File: config.mk
export PLATFORM = sky130hd
export DESIGN_NAME = vsc_slave
export DESIGN_NICKNAME = d
export VERILOG_FILES = /design/src/verilog/vsc_pkg.sv /design/src/verilog/vsc_slave.sv
export SDC_FILE = /design/constraint.sdc
export NUM_CORES = 1
export LEC_CHECK = 0
export ABC_AREA = 1
export BUFFER_PORTS_ARGS = -buffer_cell sky130_fd_sc_hd__buf_2
export CAP_MARGIN = 20
export CORE_AREA = 2 2 80 82
export DETAILED_ROUTE_END_ITERATION = 16
export DIE_AREA = 0 0 82 84
export PLACE_DENSITY = 0.73
export SKIP_CTS_REPAIR_TIMING = 1
export SLEW_MARGIN = 20
export SYNTH_ARGS = -nofsm -noshare
export SYNTH_HDL_FRONTEND = slang
export SYNTH_SLANG_ARGS = --single-unit
File: constraint.sdc
create_clock -name CLOCK -period 2.8 [get_ports CLOCK]
set_clock_uncertainty 0.05 [all_clocks]
set_input_delay 0.7 -clock CLOCK [delete_from_list [all_inputs] [get_ports CLOCK]]
set_output_delay 0.7 -clock CLOCK [all_outputs]
set_load 0.02 [all_outputs]
File: src/verilog/vsc_pkg.sv
// Package with constants for the video serial channel slave
package vsc_pkg;
    localparam int HDR_BYTES = 4;
    localparam int RAW_PAYLOAD_BYTES = 160;
    localparam int RGB_PAYLOAD_BYTES = 240;
    localparam int RAW_PKT_BYTES = HDR_BYTES + RAW_PAYLOAD_BYTES;
    localparam int RGB_PKT_BYTES = HDR_BYTES + RGB_PAYLOAD_BYTES;
    localparam int LINES_PER_FRAME = 60;
    localparam logic [7:0] RST_SHIFT = 8'hFF;
    localparam logic [3:0] DISCARD_NIBBLE = 4'hF;
    localparam logic [7:0] DISCARD_FILL = 8'h00;
    localparam logic [2:0] BIT_LAST = 3'h7;
    localparam logic [7:0] BYTE_ZERO = 8'h00;
    localparam logic [11:0] LINE_ZERO = 12'h000;
    localparam logic [1:0] SYNC_ZERO = 2'h0;
    typedef enum logic {FMT_RAW14, FMT_RGB888} vsc_fmt_e;
endpackage

File: src/verilog/vsc_slave.sv
// Video serial channel slave: packet output over a mode 3 serial link
// Overview of operation
// - Video leaves only as packets on the data line, with no strobes.
// - No flow control: the slave never asks the master to wait.
// - Bits are served at any master rate slow enough for CLOCK to sample each edge.
// - Slow spread-out and fast burst clocks both work.
// - With no frame ready, a clocking master gets discard packets.
// - Clock idles high, data changes on falling edges, MSB first.
// - Each packet has a 2-byte id, 2-byte check and 160/240 payload.
// - Discard packets carry an id whose second nibble is all ones.
`timescale 1ns/1ps
module vsc_slave
    import vsc_pkg::*;
#(
    parameter int LINES = vsc_pkg::LINES_PER_FRAME
) (
    // Clock and reset
    input wire logic CLOCK,
    input wire logic RST,
    // Serial link pins
    input wire logic SCK,
    input wire logic CS_N,
    output logic MISO,
    output logic MISO_OE_N,
    // Video source: one line at a time
    input wire vsc_pkg::vsc_fmt_e FORMAT,
    input wire logic FRAME_READY,
    output logic FRAME_TAKE,
    output logic [11:0] LINE_NUM,
    output logic [7:0] BYTE_IDX,
    input wire logic [7:0] PIXEL_BYTE,
    input wire logic [15:0] LINE_CRC
);
    import vsc_pkg::*;

    logic [1:0] sck_sync_q;
    logic [1:0] cs_sync_q;
    logic sck_prev_q;
    logic sck_fall;
    logic sck_rise;
    logic cs_act;

    always_ff @(posedge CLOCK or posedge RST) begin
        if (RST) begin
            sck_sync_q <= 2'b11;
            cs_sync_q <= 2'b11;
            sck_prev_q <= 1'b1;
        end else begin
            sck_sync_q <= {sck_sync_q[0], SCK};
            cs_sync_q <= {cs_sync_q[0], CS_N};
            sck_prev_q <= sck_sync_q[1];
        end
    end

    // Edges found by sampling, so any master rate up to the limit works
    assign sck_fall = sck_prev_q & ~sck_sync_q[1];
    assign sck_rise = ~sck_prev_q & sck_sync_q[1];
    assign cs_act = ~cs_sync_q[1];

    logic [2:0] bit_q;
    logic [7:0] byte_q;
    logic [7:0] shift_q;
    logic discard_q;
    logic [11:0] line_q;
    logic started_q;
    logic take_q;
    logic [7:0] pkt_last;
    logic [7:0] next_byte;
    logic [7:0] nbyte;
    logic end_pkt;

    assign pkt_last = (FORMAT == FMT_RGB888) ? 8'(RGB_PKT_BYTES - 1)
                                             : 8'(RAW_PKT_BYTES - 1);
    assign end_pkt = (byte_q == pkt_last) && (bit_q == BIT_LAST);
    assign nbyte = end_pkt ? BYTE_ZERO : byte_q + 8'h01;

    logic disc_d;
    logic [11:0] line_d;

    // Frame state after a packet end, so the next id byte is the right kind
    always_comb begin
        disc_d = discard_q;
        line_d = line_q;
        if (end_pkt) begin
            if (!discard_q && line_q == 12'(LINES - 1)) begin
                disc_d = 1'b1;
                line_d = LINE_ZERO;
            end else if (!discard_q) begin
                line_d = line_q + 12'h001;
            end else if (FRAME_READY) begin
                disc_d = 1'b0;
            end
        end
    end

    function automatic logic [7:0] pick(input logic [7:0] idx,
                                        input logic disc,
                                        input logic [11:0] ln);
        logic [7:0] r;
        r = DISCARD_FILL;
        if (disc) begin
            if (idx == 8'h00) r = {4'h0, DISCARD_NIBBLE};
        end else begin
            unique case (idx)
                8'h00: r = {4'h0, ln[11:8]};
                8'h01: r = ln[7:0];
                8'h02: r = LINE_CRC[15:8];
                8'h03: r = LINE_CRC[7:0];
                default: r = PIXEL_BYTE;
            endcase
        end
        return r;
    endfunction

    assign next_byte = pick(nbyte, disc_d, line_d);

    // Packet framing, advanced only by master falling edges with select low
    always_ff @(posedge CLOCK or posedge RST) begin
        if (RST) begin
            bit_q <= 3'h0;
            byte_q <= BYTE_ZERO;
            shift_q <= RST_SHIFT;
            discard_q <= 1'b1;
            line_q <= LINE_ZERO;
            started_q <= 1'b0;
            take_q <= 1'b0;
        end else begin
            take_q <= 1'b0;
            if (!cs_act) begin
                bit_q <= 3'h0;
                byte_q <= BYTE_ZERO;
                started_q <= 1'b0;
                shift_q <= pick(BYTE_ZERO, discard_q, line_q);
            end else if (sck_fall) begin
                if (!started_q) begin
                    started_q <= 1'b1;
                end else begin
                    bit_q <= bit_q + 3'h1;
                    if (bit_q == BIT_LAST) begin
                        byte_q <= nbyte;
                        shift_q <= next_byte;
                    end else begin
                        shift_q <= {shift_q[6:0], 1'b0};
                    end
                    if (end_pkt) begin
                        discard_q <= disc_d;
                        line_q <= line_d;
                        take_q <= discard_q & ~disc_d;
                    end
                end
            end
        end
    end

    // Data comes out MSB first with no framing strobes beside it
    assign MISO = shift_q[7];
    assign MISO_OE_N = ~cs_act;
    assign FRAME_TAKE = take_q;
    assign LINE_NUM = line_q;
    assign BYTE_IDX = nbyte;
endmodule // vsc_slave

==> impl_metrics.tcl, run 1 <==
set metrics [dict create \
    outcome "complete, no violations" \
    globalplace.congestion 0.9193 \
    grt_usage_pct 22.01 \
    worstPathCellList "ha_1 > ha_1 > nand2_2 > nor2_8 > nand2_4 > clkinv_1 > nor2_1 > buf_2" \
    yosys-top-cells-area "dfrtp_1 22%, nand2_1 17%, dfstp_2 13%" \
    mostFrequentLayoutCell "nand2_1" \
    remaining_drc_errors 0 \
    vdd_drop_max_uv 247.0 \
    antenna_found_initial 0 \
    drt-total-wl_um 7019 \
    critPathMaxStageDelay_ns 0.40 \
    cts-buffers-inserted 5 \
    first_global_vias 2591 \
    num_antenna_cells 0 \
    path_max_fanout 10 \
    instances_no_fill 558 \
    synth_edf_count 0 \
    first_pass_iters 4 \
    synthToLayoutAreaGrowth_pct 15.85 \
    core.rowCount 29 \
    ys_seq_area_share_pct 34.48 \
    die_area_um2 6888 \
    cts_tree "built" \
    setup_viol 0 \
    required_ns 2.05 \
    grt_setup_unrepaired "false" \
    avgSynthCellArea_um2 6.796 \
    portBuffers 52 \
    drive_gt1_share_pct 21.83 \
    hpwl_um 5397 \
    syn-instance-count 424 \
    synth_seq_cells 39 \
    startpoint_type "flip-flop" \
    max_slew.worst_pin.slew_ns 0.7268 \
    die_w_um 82 \
    clockRootBuffer "clkbuf_8" \
    worstPathArrival_ns 1.90 \
    place_inst 550 \
    maxSlewHeadroom_pct 51.37 \
    grt_pass1_wl_um 11800 \
    maxCapViolCount 0 \
    vias_per_cell 4.964 \
    criticalPathCategory "reg2out" \
    yosys_warnings 0 \
    grt_max_degree 40 \
    synth_ff_type "dfrtp_1" \
    final_cell_mix "132 x nand2_1, 59 x inv_1, 52 x buf_2, 48 x nand3_1, 41 x nor2_1" \
    netlist.area_leader.share_pct 21.71 \
    syn_nets 462 \
    detail-route-antenna-nets 0 \
    core_area_um2 6096 \
    io_pins 53 \
    pwr_density_cell_nw_per_um2 332.8 \
    regArea_um2 993.5 \
    insertion_delay_ns 0.30 \
    min_path_type "reg2reg" \
    cp-end-kind "output port" \
    cp_slowest_cell "dfrtp_1" \
    clk_path_buf_depth 2 \
    wire_per_inst_um 12.58 \
    drv_slew 0 \
    syn_area_um2 2882 \
    leakage_nw 1.811 \
    overflow 0 \
    synth.distinct_cells 32 \
    dr.first_iter.drc_count 149 \
    nFillCells 605 \
    multiInputGateArea_um2 1594 \
    path_clk_slew_ns 0.08 \
    cp_common_cell "ha_1" \
    finalCritPeriodShare_pct 94.55 \
    cts_sinks 39 \
    hold_viol_final 0 \
    start_util_pct 47.27 \
    yosysTopAreaCell "dfrtp_1" \
    fp.dieH_um 84 \
    ys_async_sr_fraction_pct 100.0 \
    post-route-min-period_ns 2.647 \
    num_vias 2770 \
    fmax_mhz 377.7 \
    finalNetCount 518 \
    tns_ns 0 \
    h-tree-depth 2 \
]
==> state kept, by name, summed over array words and instances, names as in the netlist, 2 cells and up <==
| signal | count |
|---|---|
| LINE_NUM | 12 |
| bit_q | 3 |
| byte_q | 8 |
| cs_sync_q | 2 |
| sck_sync_q | 2 |
| shift_q | 8 |
==> routing by layer <==
metal | GRT usage [%] | share of wire [%] | vias up
met4 | 7.879 | 1.1 | 0
li1 | - | - | 1443
met5 | 0 | 0 | -
met2 | 36.36 | 48 | 68
met1 | 28.45 | 45 | 1252
met3 | 3.680 | 5.4 | 7
==> cells in the mapped netlist (5+ instances only) <==
cell	instances
nand2_1	133
inv_1	59
nand3_1	48
nor2_1	41
dfrtp_1	25
o21ai_0	24
dfstp_2	14
ha_1	8
clkinv_1	6
nand2_4	6
a21oi_1	5
nor3_1	5
o22ai_1	5
==> cells by family (layout without fill, tap and decap cells) <==
group | after synthesis | count (layout) | synth area share (%)
simple gates | 255 | 255 | 41.47
buf+inv | 75 | 132 | 10.29
compound gates | 44 | 44 | 9.379
flops | 39 | 39 | 34.48
fa+ha+maj | 8 | 8 | 3.474
xor+xnor | 3 | 3 | 0.9120
==> critical path, delay by kind of cell (launching register included) <==
family	cells	cell delay (ns)
buffers and inverters	2	0.28
AND/OR/NAND/NOR	4	0.49
adder cells (fa/ha/maj)	2	0.43
flip-flops	1	0.40
==> stage by stage <==
stage	utilization, %	instance area (um^2)	worst slack (ns)	power [mW]	hold slack [ns]
6_report	54.76	3338	0.1525	1.111	0.3093
4_1_cts	54.72	3336	0.09085	1.123	0.3117
2_1_floorplan	-	2882	0.3715	0.6060	0.2952
3_5_place_dp	52.87	3223	0.2801	0.6372	0.2998
5_1_grt	54.76	3338	0.03559	1.156	0.3142
3_3_place_gp	52.87	3223	0.3570	0.6363	0.2963
==> layout make-up <==
| type | instances | area share (%) |
|---|---|---|
| multi-input cells | 310 | 47.75 |
| flip-flops and latches | 39 | 29.76 |
| repair buffers | 55 | 8.471 |
| inverters | 69 | 7.759 |
| well taps | 77 | 2.886 |
| clock buffers | 5 | 2.061 |
| clock inverters | 3 | 1.312 |
==> where the power goes <==
| group | switching (mW) | internal (mW) |
|---|---|---|
| clock | 0.220 | 0.266 |
| sequential | 0.00347 | 0.572 |
| combinational | 0.0313 | 0.0195 |
==> final timing paths <==
path / from / end / slack, ns / cells past startpoint
min in group asynchronous: RST / byte_q[3] / 0.47 / 3
min: cs_sync_q[0] / cs_sync_q[1] / 0.31 / 0
max: bit_q[0] / BYTE_IDX[0] / 0.15 / 8
max in group asynchronous: RST / cs_sync_q[1] / 1.86 / 3
min reg2reg: cs_sync_q[0] / cs_sync_q[1] / 0.31 / 0
max reg2reg: bit_q[0] / shift_q[5] / 0.34 / 16
Note: power is estimated with default switching activity, not from simulation.
==> inputs of run 2 (changes only) <==
==> constraint.sdc (replaced) <==
create_clock -name CLOCK -period 2.8 [get_ports CLOCK]
set_clock_uncertainty 0.05 [all_clocks]
set_input_delay 0.28 -clock CLOCK [delete_from_list [all_inputs] [get_ports CLOCK]]
set_output_delay 0.28 -clock CLOCK [all_outputs]
set_load 0.02 [all_outputs]
==> run 2 against run 1 <==
Sequential power barely moved. Power rose by 0.59%. Hold slack got worse by 0.29 ns. Clock power rose by 1%. Sequential share of layout area barely moved. Clock-buffer cell count did not move. Largest power group unchanged.
==> impl_metrics.tcl, run 2 (synthesis results as in run 1) <==
set metrics [dict create \
    min_path_type "in2reg" \
    worstPathCellList "ha_1 > ha_1 > nand2_1 > nor2_8 > nand2_4 > clkinv_1 > nor2_1 > buf_2" \
    num_antenna_cells 0 \
    clockRootBuffer "clkbuf_8" \
    antenna_found_initial 0 \
    die_w_um 82 \
    start_util_pct 47.27 \
    clk_path_buf_depth 2 \
    vdd_drop_max_uv 295.5 \
    grt_use_met3_pct 4.004 \
    vias_per_cell 5.118 \
    cts-buffers-inserted 5 \
    remaining_drc_errors 0 \
    cp_num_buf_inv 2 \
    setup_viol 0 \
    r2r-start "bit_q[0]" \
    hpwl_um 5313 \
    outcome "complete, no violations" \
    core.rowCount 29 \
    grt.busiest_layer "met2" \
    core_area_um2 6096 \
    mostFrequentLayoutCell "nand2_1" \
    path_max_fanout 10 \
    final_cell_mix "133 x nand2_1, 59 x inv_1, 52 x buf_2, 48 x nand3_1, 41 x nor2_1" \
    dr.first_iter.drc_count 195 \
    nFillCells 586 \
    maxSlewHeadroom_pct 48.10 \
    cp-startpoint "bit_q[0]" \
    internal_power_mw 0.8569 \
    cts_tree "built" \
    startpoint_type "flip-flop" \
    grt_pass1_wl_um 11700 \
    worstPathArrival_ns 2.24 \
    insertion_delay_ns 0.31 \
    leakage_nw 1.808 \
    fmax_mhz 389.1 \
    post-route-min-period_ns 2.570 \
    globalplace.congestion 0.9041 \
    drive_gt1_share_pct 21.62 \
    io_pins 53 \
    first_pass_iters 4 \
    grt_util_met1_pct 29.91 \
    pwr-share-clk_pct 44.0 \
    tns_ns 0 \
    finalCritPeriodShare_pct 91.80 \
    grt_setup_unrepaired "false" \
    detail-route-antenna-nets 0 \
    cp-end-kind "output port" \
    die_area_um2 6888 \
    grt_usage_pct 21.74 \
    first_global_vias 2552 \
    hold_start "CS_N" \
    synthToLayoutAreaGrowth_pct 15.89 \
    cp_slowest_cell "dfrtp_1" \
    portBuffers 52 \
    p_sw_share_pct 23.34 \
    grt_max_degree 40 \
    wire_per_inst_um 12.99 \
    drt-total-wl_um 7251 \
    drv_slew 0 \
    maxCapViolCount 0 \
    cts_sinks 39 \
    pwr-share-comb_pct 4.5 \
    place_inst 549 \
    max_slew.worst_pin.slew_ns 0.7756 \
    seq_power_share_pct 51.5 \
    num_vias 2856 \
    path_clk_slew_ns 0.08 \
    required_ns 2.47 \
    criticalPathCategory "reg2out" \
    cp_common_cell "ha_1" \
    critPathMaxStageDelay_ns 0.40 \
    overflow 0 \
    cpLargestDelayFamily "simple AND/OR/NAND/NOR gates" \
    p_sw_mw 0.2608 \
    largest_reg_flops 12 \
    finalNetCount 518 \
    h-tree-depth 2 \
    instances_no_fill 558 \
    pwr_density_cell_nw_per_um2 334.7 \
    fp.dieH_um 84 \
    hold_viol_final 0 \
    gr-usage-met2_pct 33.70 \
]
==> run 2: changes by cell type in the layout (fill, tap and decap cells not counted) <==
cell and change:
nand2_2 -1, buf_4 -1, nand2_1 +1, nor2_4 +1
==> run 2: layout make-up <==
| cell class | count | area, um^2 | share of cell area, % |
|---|---|---|---|
| Timing Repair Buffer | 54 | 275.3 | 8.243 |
| Inverter | 69 | 259.0 | 7.756 |
| Multi-Input combinational cell | 311 | 1603 | 48.00 |
| Sequential cell | 39 | 993.5 | 29.75 |
| Clock buffer | 5 | 68.82 | 2.061 |
| Clock inverter | 3 | 43.79 | 1.311 |
| Tap cell | 77 | 96.34 | 2.885 |
==> run 2: power by group through the flow <==
stage | Combinational [mW] | Clock (mW) | Sequential, mW
finish | 0.0501 | 0.492 | 0.575
global route | 0.0566 | 0.520 | 0.576
CTS | 0.0511 | 0.501 | 0.575
detailed placement | 0.0510 | 0 | 0.586
global placement | 0.0503 | 0 | 0.585
floorplan | 0.0217 | 0 | 0.584
==> run 2: final timing paths <==
path | endpoint | depth (start not counted) | slack (ns)
max in group asynchronous | shift_q[3] | 3 | 2.30
min in group asynchronous | byte_q[3] | 3 | 0.03
max reg2reg | shift_q[6] | 16 | 0.33
max | BYTE_IDX[0] | 8 | 0.23
min reg2reg | sck_sync_q[1] | 0 | 0.31
min | cs_sync_q[0] | 1 | 0.02
==> run 2: metal layers <==
metal / up-vias / share of wire, %
met5: - / 0
met4: 0 / 1.4
met3: 11 / 5.7
met2: 101 / 47
met1: 1307 / 46
li1: 1437 / -
==> run 2: through the flow <==
stage | power, mW | cell area, um^2 | hold slack, ns | util [%] | worst slack (ns)
4_1_cts | 1.127 | 3328 | 0.004090 | 54.60 | 0.2226
3_3_place_gp | 0.6357 | 3216 | 0.2974 | 52.75 | 0.3929
3_5_place_dp | 0.6368 | 3216 | 0.3006 | 52.75 | 0.3257
2_1_floorplan | 0.6060 | 2882 | 0.2345 | - | 0.6550
5_1_grt | 1.153 | 3339 | 0.007045 | 54.78 | 0.06571
6_report | 1.118 | 3339 | 0.01686 | 54.78 | 0.2297
==> inputs of run 3 (changes only) <==
==> config.mk (replaced) <==
export PLATFORM = sky130hd
export DESIGN_NAME = vsc_slave
export DESIGN_NICKNAME = d
export VERILOG_FILES = /design/src/verilog/vsc_pkg.sv /design/src/verilog/vsc_slave.sv
export SDC_FILE = /design/constraint.sdc
export NUM_CORES = 1
export LEC_CHECK = 0
export BUFFER_PORTS_ARGS = -buffer_cell sky130_fd_sc_hd__buf_2
export CAP_MARGIN = 20
export CORE_AREA = 2 2 78 80
export DETAILED_ROUTE_END_ITERATION = 16
export DIE_AREA = 0 0 80 82
export PLACE_DENSITY = 0.74
export SKIP_CTS_REPAIR_TIMING = 1
export SLEW_MARGIN = 25
export SYNTH_ARGS = -nofsm -noshare
export SYNTH_HDL_FRONTEND = slang
export SYNTH_SLANG_ARGS = --single-unit
export TNS_END_PERCENT = 50
==> run 3 against run 2 <==
First-iteration DRC count is 44% lower. Via count down 8.8%. Clock power shrank 23%. Sequential power is 2% higher. Final cell count shrank 21%. Global-route usage increased by 1.1 points. Synthesized cell count down 25%. Register-to-register slack worse by 0.14 ns. Fmax is 1.5% lower. Utilization increased by 0.31 points. Worst setup slack got worse by 0.038 ns. Sequential share of layout area rose by 1.6 points.
==> impl_metrics.tcl, run 3 <==
set metrics [dict create \
    syn_area_um2 2755 \
    hold_viol_final 0 \
    p_total_mw 1.027 \
    die_area_um2 6560 \
    grt_usage_pct 22.85 \
    fp.dieH_um 82 \
    outcome "complete, no violations" \
    antenna_found_initial 0 \
    synth.distinct_cells 60 \
    ys_seq_area_share_pct 36.06 \
    internal_power_mw 0.7805 \
    clockRootBuffer "clkbuf_8" \
    first_pass_iters 5 \
    post-route-min-period_ns 2.608 \
    placed_area_um2 3082 \
    hpwl_um 5337 \
    grt_max_degree 40 \
    leakage_nw 1.391 \
    final_cell_mix "52 x buf_2, 33 x nor2_1, 33 x nand2_1, 25 x dfrtp_1, 24 x o21ai_0" \
    avgSynthCellArea_um2 8.664 \
    synth_ff_type "dfrtp_1" \
    first_global_vias 2535 \
    ys_top_cells_by_count "33 x nand2_1, 33 x nor2_1, 25 x dfrtp_1" \
    finalCritPeriodShare_pct 93.16 \
    worstHoldPathCells 1 \
    cts-buffers-inserted 5 \
    pwr_density_cell_nw_per_um2 324.5 \
    largest_reg_flops 12 \
    finalNetCount 403 \
    criticalPathCategory "reg2reg" \
    cts_sinks 39 \
    netlist.area_leader.share_pct 22.71 \
    ys_async_sr_fraction_pct 100.0 \
    grt_pass1_wl_um 11700 \
    portBuffers 52 \
    syn_nets 356 \
    drive_gt1_share_pct 27.05 \
    io_pins 53 \
    required_ns 2.98 \
    seq_power_share_pct 56.9 \
    p_sw_share_pct 24.01 \
    cts_tree "built" \
    h-tree-depth 2 \
    synthToLayoutAreaGrowth_pct 14.90 \
    synth_seq_cells 39 \
    detail-route-antenna-nets 0 \
    path_clk_slew_ns 0.08 \
    vdd_drop_max_uv 195.9 \
    yosys-top-cells-area "dfrtp_1 23%, dfstp_2 13%, nand2_1 4.5%" \
    maxCapViolCount 0 \
    p_sw_mw 0.2466 \
    mostFrequentLayoutCell "buf_2" \
    vias_per_cell 5.909 \
    core_area_um2 5746 \
    wire_per_inst_um 16.06 \
    drv_slew 0 \
    grt_setup_unrepaired "false" \
    pwr-share-clk_pct 36.9 \
    yosys_warnings 0 \
    drt-total-wl_um 7083 \
    reg2regPathDepth 8 \
    yosysTopAreaCell "dfrtp_1" \
    num_vias 2606 \
    dr.first_iter.drc_count 110 \
    insertion_delay_ns 0.30 \
    maxSlewHeadroom_pct 64.06 \
    regArea_um2 993.5 \
    remaining_drc_errors 0 \
    min_path_type "in2reg" \
    die_w_um 80 \
    start_util_pct 47.95 \
    path_max_fanout 15 \
    globalplace.congestion 0.9772 \
    final_area_um2 3166 \
    final_util_pct 55.10 \
    startpoint_type "flip-flop" \
    overflow 0 \
    tns_ns 0 \
    clk_path_buf_depth 2 \
    setup_viol 0 \
    nFillCells 567 \
    cp-end-kind "flip-flop" \
    num_antenna_cells 0 \
    fmax_mhz 383.4 \
    multiInputGateArea_um2 1614 \
    syn-instance-count 318 \
    synth_edf_count 0 \
    max_slew.worst_pin.slew_ns 0.5334 \
    core.rowCount 28 \
    pwr-share-comb_pct 6.2 \
    worstPathArrival_ns 2.79 \
]
[run 3: stage by stage]
stage | std cells | hold WS, ns | setup slack (ns)
after global placement | 433 | 0.2965 | 0.3326
final | 441 | 0.02983 | 0.1916
after detailed placement | 433 | 0.2968 | 0.2686
after global routing | 441 | 0.01978 | 0.006005
after CTS | 441 | 0.02392 | 0.2474
after floorplan | 318 | 0.2345 | 0.3694
[run 3: layer usage]
metal | share of wire, % | track usage [%]
met5 | 0 | 0
met4 | 2.1 | 8.814
met3 | 6.6 | 2.637
met2 | 47 | 37.83
met1 | 45 | 30.77
[run 3: path summary, 6_finish.rpt]
check                             start  slack [ns]           end
min                                CS_N        0.03  cs_sync_q[0]
min in group asynchronous           RST        0.04   LINE_NUM[3]
max in group asynchronous           RST        2.28    shift_q[3]
max reg2reg                   byte_q[1]        0.19   LINE_NUM[4]
max                           byte_q[1]        0.19   LINE_NUM[4]
min reg2reg                cs_sync_q[0]        0.31  cs_sync_q[1]
[run 3: critical path, cell delays in order (launching register included)]
cell and delay (ns):
dfrtp_1 0.51, ha_1 0.39, nand2_1 0.23, a211oi_4 0.19
buf_4 0.24, and2_1 0.38, nand2_1 0.08, or4_1 0.40
nand2_1 0.07
[run 3: power by group through the flow]
stage	Sequential, mW	Combinational [mW]	Clock [mW]
floorplan	0.594	0.0306	0
global placement	0.594	0.0628	0
detailed placement	0.595	0.0645	0
CTS	0.584	0.0648	0.386
global route	0.586	0.0718	0.408
finish	0.584	0.0640	0.379
[run 3: final cells by class]
type | count | area share, %
inverter | 10 | 1.186
multi-input combinational | 246 | 50.99
clock inverter | 2 | 0.3557
timing repair buffer | 63 | 10.83
clock buffer | 6 | 2.292
tap | 75 | 2.964
sequential | 39 | 31.38
[run 3: cell families after synthesis]
family | share of synthesized area [%]
fa+ha+maj | 3.633
xor+xnor | 6.040
compound gates | 23.39
mux | 1.953
flops | 36.06
simple gates | 23.57
buf+inv | 5.359
